==> src/core/t3rsc_pkg.sv <==
// Shared constants and types for the reload/split/capture timer
package t3rsc_pkg;

	// ****************************************
	// Register map (byte addresses)
	// ****************************************
	localparam int ADDR_W = 8;
	localparam logic [7:0] OFF_CTRL = 8'h00;
	localparam logic [7:0] OFF_RLD_LO = 8'h04;
	localparam logic [7:0] OFF_RLD_HI = 8'h08;
	localparam logic [7:0] OFF_CNT_LO = 8'h0c;
	localparam logic [7:0] OFF_CNT_HI = 8'h10;
	localparam logic [7:0] OFF_CLKCTL = 8'h14;
	localparam logic [7:0] OFF_IE = 8'h18;
	localparam logic [7:0] OFF_STAT = 8'h1c;

	// ****************************************
	// Field positions and reset values
	// ****************************************
	localparam int CLK_LO_BIT = 0;
	localparam int CLK_HI_BIT = 1;
	localparam int IE_BIT = 0;
	localparam logic [7:0] RST_BYTE = 8'h00;
	localparam logic [7:0] CTRL_WMASK = 8'hfd;
	localparam logic [7:0] BYTE_MAX = 8'hff;
	localparam logic [15:0] WORD_MAX = 16'hffff;
	localparam logic [1:0] RESP_OKAY = 2'h0;
	localparam logic [1:0] RESP_SLVERR = 2'h2;

	// ****************************************
	// Timing counts
	// ****************************************
	localparam logic [3:0] SYS_DIV_LAST = 4'hb;
	localparam logic [2:0] EXT_DIV_LAST = 3'h7;
	localparam logic [1:0] SYNC_TIMER_CLKS = 2'h3;

	// ****************************************
	// Carriers
	// ****************************************
	typedef struct packed {
		logic hi_flag;
		logic lo_flag;
		logic lo_ie;
		logic cap_en;
		logic split;
		logic run;
		logic unused;
		logic xclk;
	} t3rsc_ctrl_t;

	typedef struct packed {
		logic sys12;
		logic ext_sync;
		logic ext_direct;
	} t3rsc_tick_t;

	typedef struct packed {
		logic we;
		logic [7:0] addr;
		logic [7:0] data;
	} t3rsc_wr_t;

endpackage : t3rsc_pkg

==> src/core/t3rsc_tick.sv <==
// Timer clock prescalers: system/12 and external/8 ticks
`timescale 1ns/1ps
module t3rsc_tick (
	input wire logic aclk,
	input wire logic aresetn,
	input wire logic ext_osc_in,
	output t3rsc_pkg::t3rsc_tick_t tick
);
	logic [3:0] pre12_r;
	logic ext_prev_r;
	logic [2:0] ext_cnt_r;
	logic sync1_r;
	logic sync2_r;
	logic sync3_r;

	wire ext_rise = ext_osc_in & ~ext_prev_r;
	wire pre12_wrap = pre12_r == t3rsc_pkg::SYS_DIV_LAST;

	always_ff @(posedge aclk) begin
		if (!aresetn) begin
			pre12_r <= 4'h0;
			ext_prev_r <= 1'b0;
			ext_cnt_r <= 3'h0;
			sync1_r <= 1'b0;
			sync2_r <= 1'b0;
			sync3_r <= 1'b0;
		end else begin
			pre12_r <= pre12_wrap ? 4'h0 : pre12_r + 4'h1;
			ext_prev_r <= ext_osc_in;
			ext_cnt_r <= ext_rise ? ext_cnt_r + 3'h1 : ext_cnt_r;
			sync1_r <= ext_cnt_r[2];
			sync2_r <= sync1_r;
			sync3_r <= sync2_r;
		end
	end

	// Direct tick bypasses the resynchroniser; edge taken after second stage
	assign tick.sys12 = pre12_wrap;
	assign tick.ext_direct = ext_rise & (ext_cnt_r == t3rsc_pkg::EXT_DIV_LAST);
	assign tick.ext_sync = sync2_r & ~sync3_r;

endmodule : t3rsc_tick

==> src/core/t3rsc_axil.sv <==
// AXI4-Lite slave front end for the timer byte registers
`timescale 1ns/1ps
module t3rsc_axil (
	input wire logic aclk,
	input wire logic aresetn,
	input wire logic [7:0] s_axi_awaddr,
	input wire logic s_axi_awvalid,
	output logic s_axi_awready,
	input wire logic [31:0] s_axi_wdata,
	input wire logic [3:0] s_axi_wstrb,
	input wire logic s_axi_wvalid,
	output logic s_axi_wready,
	output logic [1:0] s_axi_bresp,
	output logic s_axi_bvalid,
	input wire logic s_axi_bready,
	input wire logic [7:0] s_axi_araddr,
	input wire logic s_axi_arvalid,
	output logic s_axi_arready,
	output logic [31:0] s_axi_rdata,
	output logic [1:0] s_axi_rresp,
	output logic s_axi_rvalid,
	input wire logic s_axi_rready,
	output t3rsc_pkg::t3rsc_wr_t wr,
	input wire logic wr_hit,
	output logic [7:0] rd_addr,
	input wire logic rd_hit,
	input wire logic [7:0] rd_data
);
	logic aw_have_r;
	logic [7:0] aw_addr_r;
	logic w_have_r;
	logic [7:0] w_data_r;
	logic w_lane0_r;
	logic bvalid_r;
	logic [1:0] bresp_r;
	logic rvalid_r;
	logic [31:0] rdata_r;
	logic [1:0] rresp_r;

	wire aw_take = s_axi_awvalid & s_axi_awready;
	wire w_take = s_axi_wvalid & s_axi_wready;
	wire do_wr = aw_have_r & w_have_r & ~bvalid_r;
	wire ar_take = s_axi_arvalid & s_axi_arready;

	assign s_axi_awready = ~aw_have_r & ~bvalid_r;
	assign s_axi_wready = ~w_have_r & ~bvalid_r;
	assign s_axi_arready = ~rvalid_r;
	assign s_axi_bvalid = bvalid_r;
	assign s_axi_bresp = bresp_r;
	assign s_axi_rvalid = rvalid_r;
	assign s_axi_rdata = rdata_r;
	assign s_axi_rresp = rresp_r;
	assign rd_addr = s_axi_araddr;
	// Only byte lane 0 carries register bits
	assign wr.we = do_wr & wr_hit & w_lane0_r;
	assign wr.addr = aw_addr_r;
	assign wr.data = w_data_r;

	always_ff @(posedge aclk) begin
		if (!aresetn) begin
			aw_have_r <= 1'b0;
			aw_addr_r <= 8'h00;
			w_have_r <= 1'b0;
			w_data_r <= 8'h00;
			w_lane0_r <= 1'b0;
			bvalid_r <= 1'b0;
			bresp_r <= t3rsc_pkg::RESP_OKAY;
		end else begin
			aw_have_r <= aw_take | (aw_have_r & ~do_wr);
			w_have_r <= w_take | (w_have_r & ~do_wr);
			aw_addr_r <= aw_take ? s_axi_awaddr : aw_addr_r;
			w_data_r <= w_take ? s_axi_wdata[7:0] : w_data_r;
			w_lane0_r <= w_take ? s_axi_wstrb[0] : w_lane0_r;
			bvalid_r <= do_wr | (bvalid_r & ~s_axi_bready);
			bresp_r <= do_wr ? (wr_hit ? t3rsc_pkg::RESP_OKAY : t3rsc_pkg::RESP_SLVERR) : bresp_r;
		end
	end

	always_ff @(posedge aclk) begin
		if (!aresetn) begin
			rvalid_r <= 1'b0;
			rdata_r <= 32'h0000_0000;
			rresp_r <= t3rsc_pkg::RESP_OKAY;
		end else begin
			rvalid_r <= ar_take | (rvalid_r & ~s_axi_rready);
			rdata_r <= ar_take ? {24'h00_0000, rd_hit ? rd_data : 8'h00} : rdata_r;
			rresp_r <= ar_take ? (rd_hit ? t3rsc_pkg::RESP_OKAY : t3rsc_pkg::RESP_SLVERR) : rresp_r;
		end
	end

endmodule : t3rsc_axil

==> src/core/t3rsc_timer.sv <==
// Timer core: 16-bit or split 8-bit auto-reload counter with capture
//
// Our own choices: the AXI4-Lite slave port and the placing of the registers.
`timescale 1ns/1ps

module t3rsc_timer (
	input wire logic aclk,
	input wire logic aresetn,
	input wire logic [7:0] s_axi_awaddr,
	input wire logic s_axi_awvalid,
	output logic s_axi_awready,
	input wire logic [31:0] s_axi_wdata,
	input wire logic [3:0] s_axi_wstrb,
	input wire logic s_axi_wvalid,
	output logic s_axi_wready,
	output logic [1:0] s_axi_bresp,
	output logic s_axi_bvalid,
	input wire logic s_axi_bready,
	input wire logic [7:0] s_axi_araddr,
	input wire logic s_axi_arvalid,
	output logic s_axi_arready,
	output logic [31:0] s_axi_rdata,
	output logic [1:0] s_axi_rresp,
	output logic s_axi_rvalid,
	input wire logic s_axi_rready,
	input wire logic ext_osc_in,
	input wire logic cmp_in,
	input wire logic suspend_in,
	output logic irq,
	output logic wake,
	output logic sync_pending_status
);
	// ****************************************
	// Helpers
	// ****************************************
	function automatic logic reg_hit(input logic [7:0] a);
		reg_hit = (a == t3rsc_pkg::OFF_CTRL) || (a == t3rsc_pkg::OFF_RLD_LO) ||
			(a == t3rsc_pkg::OFF_RLD_HI) || (a == t3rsc_pkg::OFF_CNT_LO) ||
			(a == t3rsc_pkg::OFF_CNT_HI) || (a == t3rsc_pkg::OFF_CLKCTL) ||
			(a == t3rsc_pkg::OFF_IE) || (a == t3rsc_pkg::OFF_STAT);
	endfunction : reg_hit

	function automatic logic clk_pick(input logic sel, input logic xsel,
		input t3rsc_pkg::t3rsc_tick_t t, input logic susp);
		if (sel) begin
			clk_pick = 1'b1;
		end else if (xsel) begin
			clk_pick = susp ? t.ext_direct : t.ext_sync;
		end else begin
			clk_pick = t.sys12;
		end
	endfunction : clk_pick

	// ****************************************
	// State
	// ****************************************
	t3rsc_pkg::t3rsc_ctrl_t ctrl_r;
	t3rsc_pkg::t3rsc_ctrl_t ctrl_nxt;
	t3rsc_pkg::t3rsc_wr_t wr;
	t3rsc_pkg::t3rsc_tick_t tick;
	logic [7:0] reload_low_byte_r;
	logic [7:0] reload_high_byte_r;
	logic [7:0] count_low_byte_r;
	logic [7:0] count_high_byte_r;
	logic [7:0] reload_low_byte_nxt;
	logic [7:0] reload_high_byte_nxt;
	logic [7:0] count_low_byte_nxt;
	logic [7:0] count_high_byte_nxt;
	logic low_byte_clock_select_r;
	logic high_byte_clock_select_r;
	logic timer_ie_r;
	logic cmp_prev_r;
	logic susp_prev_r;
	logic woke_r;
	logic wake_r;
	logic pend_r;
	logic [1:0] pend_cnt_r;
	logic [7:0] rd_addr;
	logic [7:0] rd_data;

	// ****************************************
	// Bus and prescalers
	// ****************************************
	t3rsc_axil u_axil (
		.aclk(aclk),
		.aresetn(aresetn),
		.s_axi_awaddr(s_axi_awaddr),
		.s_axi_awvalid(s_axi_awvalid),
		.s_axi_awready(s_axi_awready),
		.s_axi_wdata(s_axi_wdata),
		.s_axi_wstrb(s_axi_wstrb),
		.s_axi_wvalid(s_axi_wvalid),
		.s_axi_wready(s_axi_wready),
		.s_axi_bresp(s_axi_bresp),
		.s_axi_bvalid(s_axi_bvalid),
		.s_axi_bready(s_axi_bready),
		.s_axi_araddr(s_axi_araddr),
		.s_axi_arvalid(s_axi_arvalid),
		.s_axi_arready(s_axi_arready),
		.s_axi_rdata(s_axi_rdata),
		.s_axi_rresp(s_axi_rresp),
		.s_axi_rvalid(s_axi_rvalid),
		.s_axi_rready(s_axi_rready),
		.wr(wr),
		.wr_hit(reg_hit(wr.addr)),
		.rd_addr(rd_addr),
		.rd_hit(reg_hit(rd_addr)),
		.rd_data(rd_data)
	);

	t3rsc_tick u_tick (
		.aclk(aclk),
		.aresetn(aresetn),
		.ext_osc_in(ext_osc_in),
		.tick(tick)
	);

	// ****************************************
	// Write decode
	// ****************************************
	wire wr_ctrl = wr.we && wr.addr == t3rsc_pkg::OFF_CTRL;
	// Timer bytes are locked while resynchronising after wake
	wire wr_rll = wr.we && !pend_r && wr.addr == t3rsc_pkg::OFF_RLD_LO;
	wire wr_rlh = wr.we && !pend_r && wr.addr == t3rsc_pkg::OFF_RLD_HI;
	wire wr_cl = wr.we && !pend_r && wr.addr == t3rsc_pkg::OFF_CNT_LO;
	wire wr_ch = wr.we && !pend_r && wr.addr == t3rsc_pkg::OFF_CNT_HI;
	wire wr_clk = wr.we && wr.addr == t3rsc_pkg::OFF_CLKCTL;
	wire wr_ie = wr.we && wr.addr == t3rsc_pkg::OFF_IE;
	wire cnt_wr = wr_cl | wr_ch;

	// ****************************************
	// Mode and clock selection
	// ****************************************
	wire cap_mode = ctrl_r.cap_en & ~ctrl_r.split;
	wire xclk_eff = ctrl_r.xclk & ~cap_mode;
	wire lo_tk = clk_pick(low_byte_clock_select_r, xclk_eff, tick, suspend_in);
	wire hi_tk = clk_pick(high_byte_clock_select_r, xclk_eff, tick, suspend_in);

	// ****************************************
	// Counting
	// ****************************************
	wire [15:0] cnt16 = {count_high_byte_r, count_low_byte_r};
	wire lo_max = count_low_byte_r == t3rsc_pkg::BYTE_MAX;
	wire hi_max = count_high_byte_r == t3rsc_pkg::BYTE_MAX;
	wire inc16 = ~ctrl_r.split & ctrl_r.run & lo_tk;
	wire wrap16 = inc16 & (cnt16 == t3rsc_pkg::WORD_MAX);
	wire lo_step = ctrl_r.split ? lo_tk : inc16;
	wire hi_step = ctrl_r.split & ctrl_r.run & hi_tk;
	wire lo_wrap = lo_step & lo_max;
	wire hi_wrap_split = hi_step & hi_max;
	wire cmp_rise = cmp_in & ~cmp_prev_r;
	wire cap_ev = cap_mode & cmp_rise;
	wire hi_set = wrap16 | hi_wrap_split | cap_ev;
	wire ovf_ev = wrap16 | hi_wrap_split;

	assign count_low_byte_nxt = wr_cl ? wr.data :
		!lo_step ? count_low_byte_r :
		(ctrl_r.split ? lo_max : wrap16) ? reload_low_byte_r :
		count_low_byte_r + 8'h01;
	assign count_high_byte_nxt = wr_ch ? wr.data :
		hi_step ? (hi_max ? reload_high_byte_r : count_high_byte_r + 8'h01) :
		wrap16 ? reload_high_byte_r :
		(inc16 & lo_max) ? count_high_byte_r + 8'h01 :
		count_high_byte_r;
	assign reload_low_byte_nxt = wr_rll ? wr.data :
		cap_ev ? count_low_byte_r : reload_low_byte_r;
	assign reload_high_byte_nxt = wr_rlh ? wr.data :
		cap_ev ? count_high_byte_r : reload_high_byte_r;

	// ****************************************
	// Control register, hardware sets win
	// ****************************************
	always_comb begin
		ctrl_nxt = wr_ctrl ? t3rsc_pkg::t3rsc_ctrl_t'(wr.data & t3rsc_pkg::CTRL_WMASK) : ctrl_r;
		ctrl_nxt.unused = 1'b0;
		ctrl_nxt.hi_flag = hi_set | ctrl_nxt.hi_flag;
		ctrl_nxt.lo_flag = lo_wrap | ctrl_nxt.lo_flag;
	end

	always_ff @(posedge aclk) begin
		if (!aresetn) begin
			ctrl_r <= t3rsc_pkg::t3rsc_ctrl_t'(t3rsc_pkg::RST_BYTE);
			reload_low_byte_r <= t3rsc_pkg::RST_BYTE;
			reload_high_byte_r <= t3rsc_pkg::RST_BYTE;
			count_low_byte_r <= t3rsc_pkg::RST_BYTE;
			count_high_byte_r <= t3rsc_pkg::RST_BYTE;
			low_byte_clock_select_r <= 1'b0;
			high_byte_clock_select_r <= 1'b0;
			timer_ie_r <= 1'b0;
			cmp_prev_r <= 1'b0;
		end else begin
			ctrl_r <= ctrl_nxt;
			reload_low_byte_r <= reload_low_byte_nxt;
			reload_high_byte_r <= reload_high_byte_nxt;
			count_low_byte_r <= count_low_byte_nxt;
			count_high_byte_r <= count_high_byte_nxt;
			low_byte_clock_select_r <= wr_clk ? wr.data[t3rsc_pkg::CLK_LO_BIT] :
				low_byte_clock_select_r;
			high_byte_clock_select_r <= wr_clk ? wr.data[t3rsc_pkg::CLK_HI_BIT] :
				high_byte_clock_select_r;
			timer_ie_r <= wr_ie ? wr.data[t3rsc_pkg::IE_BIT] : timer_ie_r;
			cmp_prev_r <= cmp_in;
		end
	end

	// ****************************************
	// Suspend wake and resync window
	// ****************************************
	wire susp_exit = susp_prev_r & ~suspend_in;
	wire pend_done = pend_r & lo_tk & (pend_cnt_r == t3rsc_pkg::SYNC_TIMER_CLKS - 2'h1);

	always_ff @(posedge aclk) begin
		if (!aresetn) begin
			susp_prev_r <= 1'b0;
			woke_r <= 1'b0;
			wake_r <= 1'b0;
			pend_r <= 1'b0;
			pend_cnt_r <= 2'h0;
		end else begin
			susp_prev_r <= suspend_in;
			wake_r <= suspend_in & ovf_ev;
			woke_r <= (suspend_in & ovf_ev) | (woke_r & ~(suspend_in & ~susp_prev_r));
			pend_r <= (susp_exit & ~woke_r) | (pend_r & ~pend_done);
			pend_cnt_r <= (susp_exit | pend_done) ? 2'h0 :
				(pend_r & lo_tk) ? pend_cnt_r + 2'h1 : pend_cnt_r;
		end
	end

	// ****************************************
	// Outputs and readback
	// ****************************************
	assign irq = timer_ie_r & (ctrl_r.hi_flag | (ctrl_r.lo_ie & ctrl_r.lo_flag));
	assign wake = wake_r;
	assign sync_pending_status = pend_r;

	wire [7:0] rd_clk = {6'h00, high_byte_clock_select_r, low_byte_clock_select_r};
	wire [7:0] rd_stat = {5'h00, woke_r, susp_prev_r, pend_r};
	assign rd_data = (rd_addr == t3rsc_pkg::OFF_CTRL) ? ctrl_r :
		(rd_addr == t3rsc_pkg::OFF_RLD_LO) ? reload_low_byte_r :
		(rd_addr == t3rsc_pkg::OFF_RLD_HI) ? reload_high_byte_r :
		(rd_addr == t3rsc_pkg::OFF_CNT_LO) ? count_low_byte_r :
		(rd_addr == t3rsc_pkg::OFF_CNT_HI) ? count_high_byte_r :
		(rd_addr == t3rsc_pkg::OFF_CLKCTL) ? rd_clk :
		(rd_addr == t3rsc_pkg::OFF_IE) ? {7'h00, timer_ie_r} :
		(rd_addr == t3rsc_pkg::OFF_STAT) ? rd_stat : 8'h00;

	// ****************************************
	// Checks
	// ****************************************
	chk_wrap_reload: assert property (@(posedge aclk) disable iff (!aresetn)
		wrap16 && !cnt_wr |=> cnt16 == $past({reload_high_byte_r, reload_low_byte_r})
		&& ctrl_r.hi_flag)
		else $error("16-bit wrap did not reload or flag");
	chk_flag_sticky: assert property (@(posedge aclk) disable iff (!aresetn)
		ctrl_r.hi_flag && !wr_ctrl |=> ctrl_r.hi_flag)
		else $error("high flag cleared without a write");
	chk_low_flag: assert property (@(posedge aclk) disable iff (!aresetn)
		lo_wrap |=> ctrl_r.lo_flag)
		else $error("low wrap did not set low flag");
	chk_split_low_free: assert property (@(posedge aclk) disable iff (!aresetn)
		ctrl_r.split && !ctrl_r.run && lo_tk && !lo_max && !cnt_wr
		|=> count_low_byte_r == $past(count_low_byte_r) + 8'h01)
		else $error("split low byte did not count while stopped");
	chk_split_hi_hold: assert property (@(posedge aclk) disable iff (!aresetn)
		ctrl_r.split && !ctrl_r.run && !cnt_wr |=> $stable(count_high_byte_r))
		else $error("split high byte moved with run clear");
	chk_capture_copy: assert property (@(posedge aclk) disable iff (!aresetn)
		cap_ev && !wr_rll && !wr_rlh
		|=> {reload_high_byte_r, reload_low_byte_r} == $past(cnt16) && ctrl_r.hi_flag)
		else $error("capture did not copy count");
	chk_irq_follows: assert property (@(posedge aclk) disable iff (!aresetn)
		timer_ie_r && hi_set && !wr_ie |=> irq)
		else $error("enabled overflow did not raise interrupt");
	chk_wake_pulse: assert property (@(posedge aclk) disable iff (!aresetn)
		suspend_in && ovf_ev |=> wake ##1 !wake)
		else $error("wake not a single pulse after overflow");
	chk_pend_start: assert property (@(posedge aclk) disable iff (!aresetn)
		susp_exit && !woke_r |=> sync_pending_status)
		else $error("pending status not raised on foreign wake");
	chk_cap_clock: assert property (@(posedge aclk) disable iff (!aresetn)
		cap_mode && !low_byte_clock_select_r |-> lo_tk == tick.sys12)
		else $error("capture mode used external clock");

endmodule : t3rsc_timer

==> config.mk <==
export PLATFORM = sky130hd
export DESIGN_NAME = t3rsc_timer
export DESIGN_NICKNAME = d
export VERILOG_FILES = /design/src/core/t3rsc_pkg.sv /design/src/core/t3rsc_tick.sv /design/src/core/t3rsc_axil.sv /design/src/core/t3rsc_timer.sv
export SDC_FILE = /design/constraint.sdc
export NUM_CORES = 1
export LEC_CHECK = 0
export BUFFER_PORTS_ARGS = -buffer_cell sky130_fd_sc_hd__buf_2
export CORE_AREA = 10 10 137 139
export CTS_CLUSTER_DIAMETER = 50
export DETAILED_ROUTE_END_ITERATION = 6
export DIE_AREA = 0 0 147 149
export HOLD_SLACK_MARGIN = 0.03
export PLACE_DENSITY_LB_ADDON = 0.1
export SLEW_MARGIN = 0
export SYNTH_ARGS = -nofsm -noshare
export SYNTH_HDL_FRONTEND = slang
export SYNTH_HIERARCHICAL = 1
export SYNTH_SLANG_ARGS = --single-unit
==> constraint.sdc <==
create_clock -name aclk -period 2.5 [get_ports aclk]
set_clock_uncertainty 0.15 [all_clocks]
set_input_delay 0.25 -clock aclk [delete_from_list [all_inputs] [get_ports aclk]]
set_output_delay 0.25 -clock aclk [all_outputs]
set_load 0.05 [all_outputs]
### Word-level counts from Yosys, hierarchy flattened

Cells that the tools add are included.

| word-level totals | value |
|---|---|
| register bits | 94 |
| input bits | 62 |
| logic and storage cells | 191 |

| operators by class | value |
|---|---|
| add/sub/neg operators | 5 |
| eq/ne operators | 20 |
| mux-type cells | 30 |
| bitwise operators | 68 |
| reduce and logical (&&, ||, !) cells | 31 |

Operators with widths:

| kind | count |
|---|---|
| 2-to-1 mux 8 bit | 19 |
| equality test 8 x 5 -> 1 bit, second input constant | 8 |
| AND 1 bit | 38 |
| equality test 8 x 4 -> 1 bit, second input constant | 4 |
| NOT 1 bit | 18 |
| adder 8 x 1 -> 8 bit, second input constant | 2 |
| equality test 16 bit, second input constant | 1 |
| equality test 8 x 3 -> 1 bit, second input constant | 2 |
| equality test 8 bit, second input constant | 2 |
| zero test 8 bit | 2 |
| logical OR 1 bit | 14 |
| OR 1 bit | 12 |
| 2-to-1 mux 3 bit | 3 |
| logical AND 1 bit | 8 |
| 2-to-1 mux 1 bit | 6 |
| nonzero test 2 bit | 3 |
| adder 4 x 1 -> 4 bit, second input constant | 1 |
| equality test 4 bit, second input constant | 1 |
| 2-to-1 mux 2 bit | 2 |
| nonzero test 4 bit | 1 |
| OR reduction 2 bit | 2 |
| adder 3 x 1 -> 3 bit, second input constant | 1 |
| equality test 3 bit, second input constant | 1 |
| adder 2 x 1 -> 2 bit, second input constant | 1 |
| 2 further kinds | 2 |

### Logic depth before layout (Yosys ltp)

Gate-level depths: netlist of the first run.

| logic depth | value |
|---|---|
| depth in word-level cells | 13 |
| gate-level depth with buffers | 11 |
| mapped depth without buffers | 9 |

### Hierarchy

Netlist of the first run, hierarchy kept.

By module, submodules not included:

| module | instances | cells each | area an instance (µm²) |
|---|---|---|---|
| t3rsc_timer | 1 | 394 | 3,249.4 |
| t3rsc_axil | 1 | 175 | 1,492.7 |
| t3rsc_tick | 1 | 42 | 449.2 |

### Least setup slack after synthesis of the first run

Ideal clock, no wire load.

| timing path | value |
|---|---|
| path kind | flip-flop to flip-flop |
| start point | register u_axil.aw_addr_r[1] |
| end point | register count_low_byte_r[2] |
| setup time | 0.117 ns |
| arrival time | 2.102 ns |
| data required time | 2.233 ns |
| path slack | 0.131 ns |
| cell stages (with the launch flop) | 9 |
| buffers on the path | 0 |
| period minus slack after synthesis | 2.369 ns |
| path through | dfxtp_1 or4_4 nor2_1 and3_1 nand2b_1 nor4_4 nor2b_2 and3_1 a22o_1 |

RTL lines:

| item | line | RTL |
|---|---|---|
| start, declared | t3rsc_axil.sv:30 | `logic [7:0] aw_addr_r;` |
| start signal, assigned | t3rsc_axil.sv:71 | `aw_addr_r <= aw_take ? s_axi_awaddr : aw_addr_r;` |
| end signal, assigned | t3rsc_timer.sv:185 | `count_low_byte_r <= t3rsc_pkg::RST_BYTE;` |
| end signal, assigned | t3rsc_timer.sv:195 | `count_low_byte_r <= count_low_byte_nxt;` |
| end, declared | t3rsc_timer.sv:63 | `logic [7:0] count_low_byte_r;` |

==> flow_metrics.tcl, run 1 <==
set metrics [dict create \
    status "complete, no violations" \
    placed_area_um2 5753 \
    netSwitchingFraction 0.2683 \
    initial_core_util 0.3210 \
    rsz0062_at_grt "yes" \
    yosys-top-cells-count "nand2_1 (96), dfxtp_1 (91), mux2i_1 (40)" \
    wl_um 14660 \
    path_class "flop to flop" \
    grt_overflow 0 \
    syn_inst 611 \
    cts_sinks 91 \
    die_area_um2 21900 \
    htree_levels 3 \
    cts_tree "built" \
    slew_viol_final 0 \
    place_inst 885 \
    cp.buffers_inverters 1 \
    ys.flop_type "dfxtp_1" \
    clk_latency_ps 350 \
    fmax_mhz 410.4 \
    ys_types 73 \
    cp_max_fo 7 \
    drc_errors 0 \
    first_global_vias 4501 \
    antennaDiodeCount 0 \
    setup-violations-final 0 \
    postRouteAntennaNets 0 \
    hpwl_um 11010 \
    p_int_uw 2452 \
    hp-class "input pin to flop" \
    grt_max_degree 54 \
    worst_setup_path_start_kind "flop" \
    critical_path_arrival_ps 2530 \
    die_x_um 147 \
    die_h_um 149 \
    p_leak_uw 0.002701 \
    post-route-period-util 0.9746 \
    worst_path_largest_cell_delay_ps 540 \
    antenna_found_initial 0 \
    dr.pass1.iters 6 \
    reg2regPathDepth 8 \
    row_count 47 \
    nFillCells 1684 \
    grt_pass1_wl_um 23690 \
    synth-edff-count 0 \
    yosysSeqAreaShare 0.3509 \
    root_buffer "clkbuf_16" \
    vias 4549 \
    ir_drop_mv 0.2541 \
    gp_congestion 0.8445 \
    syn_area_um2 5191 \
    powerDensity_nw_per_um2 520.4 \
    timing.rr.start "u_axil/aw_addr_r[5]" \
    ys_warn_count 6 \
    cp_slowest_cell "or4_4" \
    required_ps 2600 \
    finalNetCount 771 \
    numCtsBuffers 9 \
    ioPinCount 106 \
    p_sw_uw 899.2 \
    area.growth.synth_to_final_pct 24.05 \
    yosysTopAreaCell "dfxtp_1" \
    wire_per_inst_um 15.80 \
    r2r_setup_slack_ps 60 \
    drive_above_1_share 0.2260 \
    hold_end "u_axil/s_axi_bvalid" \
    p_total_uw 3352 \
    tightest_slew_ps 670.2 \
    avgSynthCellArea_um2 8.496 \
    drt_iter0_markers 223 \
    clk_pin_slew_ps 70 \
    hold_violations 0 \
    clockBufferDepth 2 \
    track_usage 0.1329 \
    whs_path_depth 3 \
    p_comb_frac 0.116 \
    holdCritStartpoint "s_axi_bready" \
    final-instance-count-excl-fill 928 \
    yosys-top-cells-area "dfxtp_1 (35%), mux2i_1 (7.7%), nand2_1 (6.9%)" \
    reg2reg_to "ctrl_r[6]" \
    synth_top_area_frac 0.3509 \
    path_cells "or4_4 -> nor2_4 -> and3_4 -> nor3b_4 -> nor4b_4 -> buf_12 -> mux2i_4 -> a21boi_2" \
    power_frac_clock 0.424 \
    crit_family "simple AND/OR/NAND/NOR gates" \
    period_needed_ps 2437 \
    maxCapViolCount 0 \
    via_per_inst 4.902 \
    synth.most_common_cell "nand2_1" \
    async_reset_ff_frac 0 \
    p_seq_frac 0.460 \
    stdcell_area_um2 6440 \
    ys_seq_elements 91 \
    endpoint_kind "flop" \
    relSlewSlack 0.5527 \
    portBuffers 52 \
    fin_util 0.3982 \
    core_um2 16170 \
    final.setup.tns_ps 0 \
]
-- power by group through the flow --
stage               Sequential, µW  Clock (µW)  Combinational [µW]
global route                  1550        1530                 423
global placement              1570           0                 348
finish                        1540        1420                 388
CTS                           1540        1460                 378
detailed placement            1580           0                 351
floorplan                     1570           0                 300
-- routing by layer --
layer / routed length [µm] / GRT usage / vias to the layer above
li1: - / - / 2294
met1: 6722 / 0.1620 / 2141
met2: 7014 / 0.2255 / 86
met3: 658 / 0.03186 / 28
met4: 269 / 0.04460 / 0
met5: 0 / 0 / -
-- layout make-up --
cell class | instances | area, µm² | share of cell area
multi-input cells | 470 | 3074 | 0.4774
flip-flops and latches | 91 | 1823 | 0.2831
repair buffers | 125 | 939.7 | 0.1459
well taps | 220 | 275.3 | 0.04274
clock buffers | 12 | 256.5 | 0.03983
clock inverters | 4 | 48.80 | 0.007577
inverters | 6 | 22.52 | 0.003497
-- cell families after synthesis --
kind of cell	share of synthesized area
adders and majority gates	0.01446
other	0.0007224
and+or+nand+nor	0.2692
DFF	0.3509
muxes	0.08363
xor gates and xnor gates	0.01519
AOI/OAI and AO/OA	0.1738
buffers and inverters	0.09207
-- registers in the layout (all words and copies together), names as in the netlist, 2 cells and up --
signal              count
count_high_byte_r       8
count_low_byte_r        8
reload_high_byte_r      8
reload_low_byte_r       8
u_axil/aw_addr_r        8
u_axil/s_axi_rdata      8
u_axil/w_data_r         8
ctrl_r                  7
u_tick/pre12_r          4
u_tick/ext_cnt_r        3
pend_cnt_r              2
-- worst max-delay path by stage --
stage / start / cells past startpoint / to
2_1_floorplan: u_axil/aw_addr_r[1] / 8 / count_low_byte_r[2]
3_3_place_gp: u_axil/aw_addr_r[1] / 8 / ctrl_r[6]
3_5_place_dp: u_axil/aw_addr_r[1] / 8 / ctrl_r[6]
4_1_cts: u_axil/aw_addr_r[1] / 8 / ctrl_r[6]
5_1_grt: u_axil/aw_addr_r[5] / 11 / count_low_byte_r[0]
6_report: u_axil/aw_addr_r[5] / 8 / ctrl_r[6]
-- through the flow --
stage	setup WS, ps	hold slack (ps)
2_1_floorplan	131.3	221.0
3_3_place_gp	55.50	266.4
3_5_place_dp	27.80	269.3
4_1_cts	29.62	41.89
5_1_grt	-56.11	54.31
6_report	63.46	48.22
-- what timing repair did --
action | in CTS | in global routing
endpoints found under the hold margin | 20 | 0
hold buffers | 21 | 0
resized for setup | 0 | 29
endpoints found under the setup margin | 0 | 23
setup buffers | 0 | 5
-- tightest hold or removal path: cells and delay by family --
family,cells,cell delay [ps]
simple gates,1,30
buf+inv,1,70
compound gates,1,150
-- cell usage in the layout (no fill, tap or decap), types with 4 or more instances in the layout --
cell	n
nand3_1	33
buf_2	52
nor3_1	7
nor2b_1	22
a21boi_0	10
nand4_1	7
clkbuf_16	10
a221o_1	5
and2_1	8
a21oi_1	25
dlygate4sd3_1	21
conb_1	26
a211oi_1	4
a21o_1	4
ha_1	6
buf_12	4
nor3b_1	4
o22ai_1	4
nand2_1	95
o21ai_0	30
buf_4	44
xnor2_1	6
mux2i_1	38
nand2b_1	7
inv_1	6
nor2_1	26
nor4b_1	4
o211a_1	19
nand2b_4	4
o21ai_1	6
dfxtp_1	90
No activity file was read; power rests on OpenSTA's default activity.
==> run 2: changes to the inputs <==
- MAX_ROUTING_LAYER: not set -> met4
==> flow_metrics.tcl, run 2 (synthesis gave the netlist of run 1 again) <==
set metrics [dict create \
    status "complete, no violations" \
    initial_core_util 0.3210 \
    stdcell_area_um2 6426 \
    hold_violations 0 \
    clockBufferDepth 2 \
    p_leak_uw 0.002699 \
    cts_sinks 91 \
    die_h_um 149 \
    mostFrequentLayoutCells "nand2_1 (96), dfxtp_1 (90), buf_2 (52)" \
    relSlewSlack 0.5616 \
    row_count 47 \
    portBuffers 52 \
    final_common_cell "nand2_1" \
    wire_per_inst_um 15.77 \
    setup-violations-final 0 \
    drc_errors 0 \
    gp_congestion 0.8577 \
    post-route-period-util 0.9748 \
    wl_um 14630 \
    path_cells "or4_4 -> nor2_4 -> and3_4 -> nor3b_4 -> nor4b_4 -> buf_12 -> mux2i_4 -> a21boi_2" \
    drt_iter0_markers 258 \
    placed_area_um2 5753 \
    required_ps 2600 \
    rsz0062_at_grt "yes" \
    clk_latency_ps 350 \
    period_needed_ps 2437 \
    cp_slowest_cell "or4_4" \
    htree_levels 3 \
    ir_drop_mv 0.2534 \
    finalNetCount 771 \
    hpwl_um 11010 \
    tightest_slew_ps 657.0 \
    antennaDiodeCount 0 \
    cts_tree "built" \
    worst_setup_path_start_kind "flop" \
    critical_path_arrival_ps 2530 \
    track_usage 0.1369 \
    endpoint_kind "flop" \
    die_x_um 147 \
    clk_pin_slew_ps 70 \
    first_global_vias 4501 \
    via_per_inst 4.908 \
    cp_max_fo 7 \
    worst_path_largest_cell_delay_ps 540 \
    hp-class "input pin to flop" \
    die_area_um2 21900 \
    postRouteAntennaNets 0 \
    final-instance-count-excl-fill 928 \
    ioPinCount 106 \
    vias 4555 \
    drive_above_1_share 0.2232 \
    maxCapViolCount 0 \
    powerDensity_nw_per_um2 520.9 \
    fin_util 0.3974 \
    grt_overflow 0 \
    area.growth.synth_to_final_pct 23.79 \
    place_inst 885 \
    dr.pass1.iters 5 \
    grt_pass1_wl_um 23690 \
    r2r_setup_slack_ps 60 \
    grt_max_degree 54 \
    core_um2 16170 \
    fmax_mhz 410.3 \
    antenna_found_initial 0 \
    numCtsBuffers 9 \
    root_buffer "clkbuf_16" \
    slew_viol_final 0 \
    path_class "flop to flop" \
    final.setup.tns_ps 0 \
]
run 2: cell count changes in the layout (fill, tap and decap cells not counted):
cell	previous run	this run
o21ai_0	30	32
buf_6	3	2
buf_4	44	45
nand2b_1	7	8
nand2_2	2	1
nand2_1	95	96
nand2b_4	4	3
o21ai_1	6	4
run 2: worst paths after layout:
path                                     startpoint             endpoint  cells after the start
worst max-delay path            u_axil/aw_addr_r[5]            ctrl_r[6]                      8
worst min-delay path                   s_axi_bready  u_axil/s_axi_bvalid                      3
worst max register to register  u_axil/aw_addr_r[5]            ctrl_r[6]                      8
worst min register to register       u_tick/sync1_r       u_tick/sync2_r                      1
run 2: per-layer routing:
layer | global-route usage | vias up | share of wire
li1 | - | 2293 | -
met1 | 0.1640 | 2145 | 0.46
met2 | 0.2258 | 101 | 0.48
met3 | 0.02882 | 16 | 0.039
met4 | 0.04460 | 0 | 0.016
met5 | - | - | 0
run 2: power breakdown:
group | switching (µW) | total [µW] | internal [µW]
Clock | 588 | 1420 | 829
Combinational | 252 | 387 | 135
Sequential | 55.2 | 1540 | 1490
run 2: layout make-up:
class / instances / area (µm²)
fillers: 1689 / 9746
multi-input cells: 470 / 3064
flip-flops and latches: 91 / 1823
repair buffers: 125 / 935.9
well taps: 220 / 275.3
clock buffers: 12 / 256.5
clock inverters: 4 / 48.80
inverters: 6 / 22.52
run 2: worst max-delay path: cells and delay by family, from the launching register on:
| family | cells | cell delay, ps |
|---|---|---|
| and+or+nand+nor | 5 | 1390 |
| DFF | 1 | 320 |
| muxes | 1 | 220 |
| buffers and inverters | 1 | 180 |
| AOI/OAI and AO/OA | 1 | 60 |
run 2: repair_timing:
| item | in CTS | in global routing |
|---|---|---|
| endpoints found under the setup margin | 0 | 23 |
| endpoints found under the hold margin | 20 | 0 |
| resized for setup | 0 | 24 |
| buffers inserted | 0 | 5 |
| hold buffers | 21 | 0 |
run 2: per-stage QoR:
step / total power (µW) / hold WS, ps / setup WS [ps]
global placement: 1922 / 266.4 / 55.50
floorplan: 1871 / 221.0 / 131.3
CTS: 3384 / 41.89 / 29.62
global route: 3499 / 54.41 / -59.98
finish: 3347 / 48.72 / 62.88
detailed placement: 1926 / 269.3 / 27.80
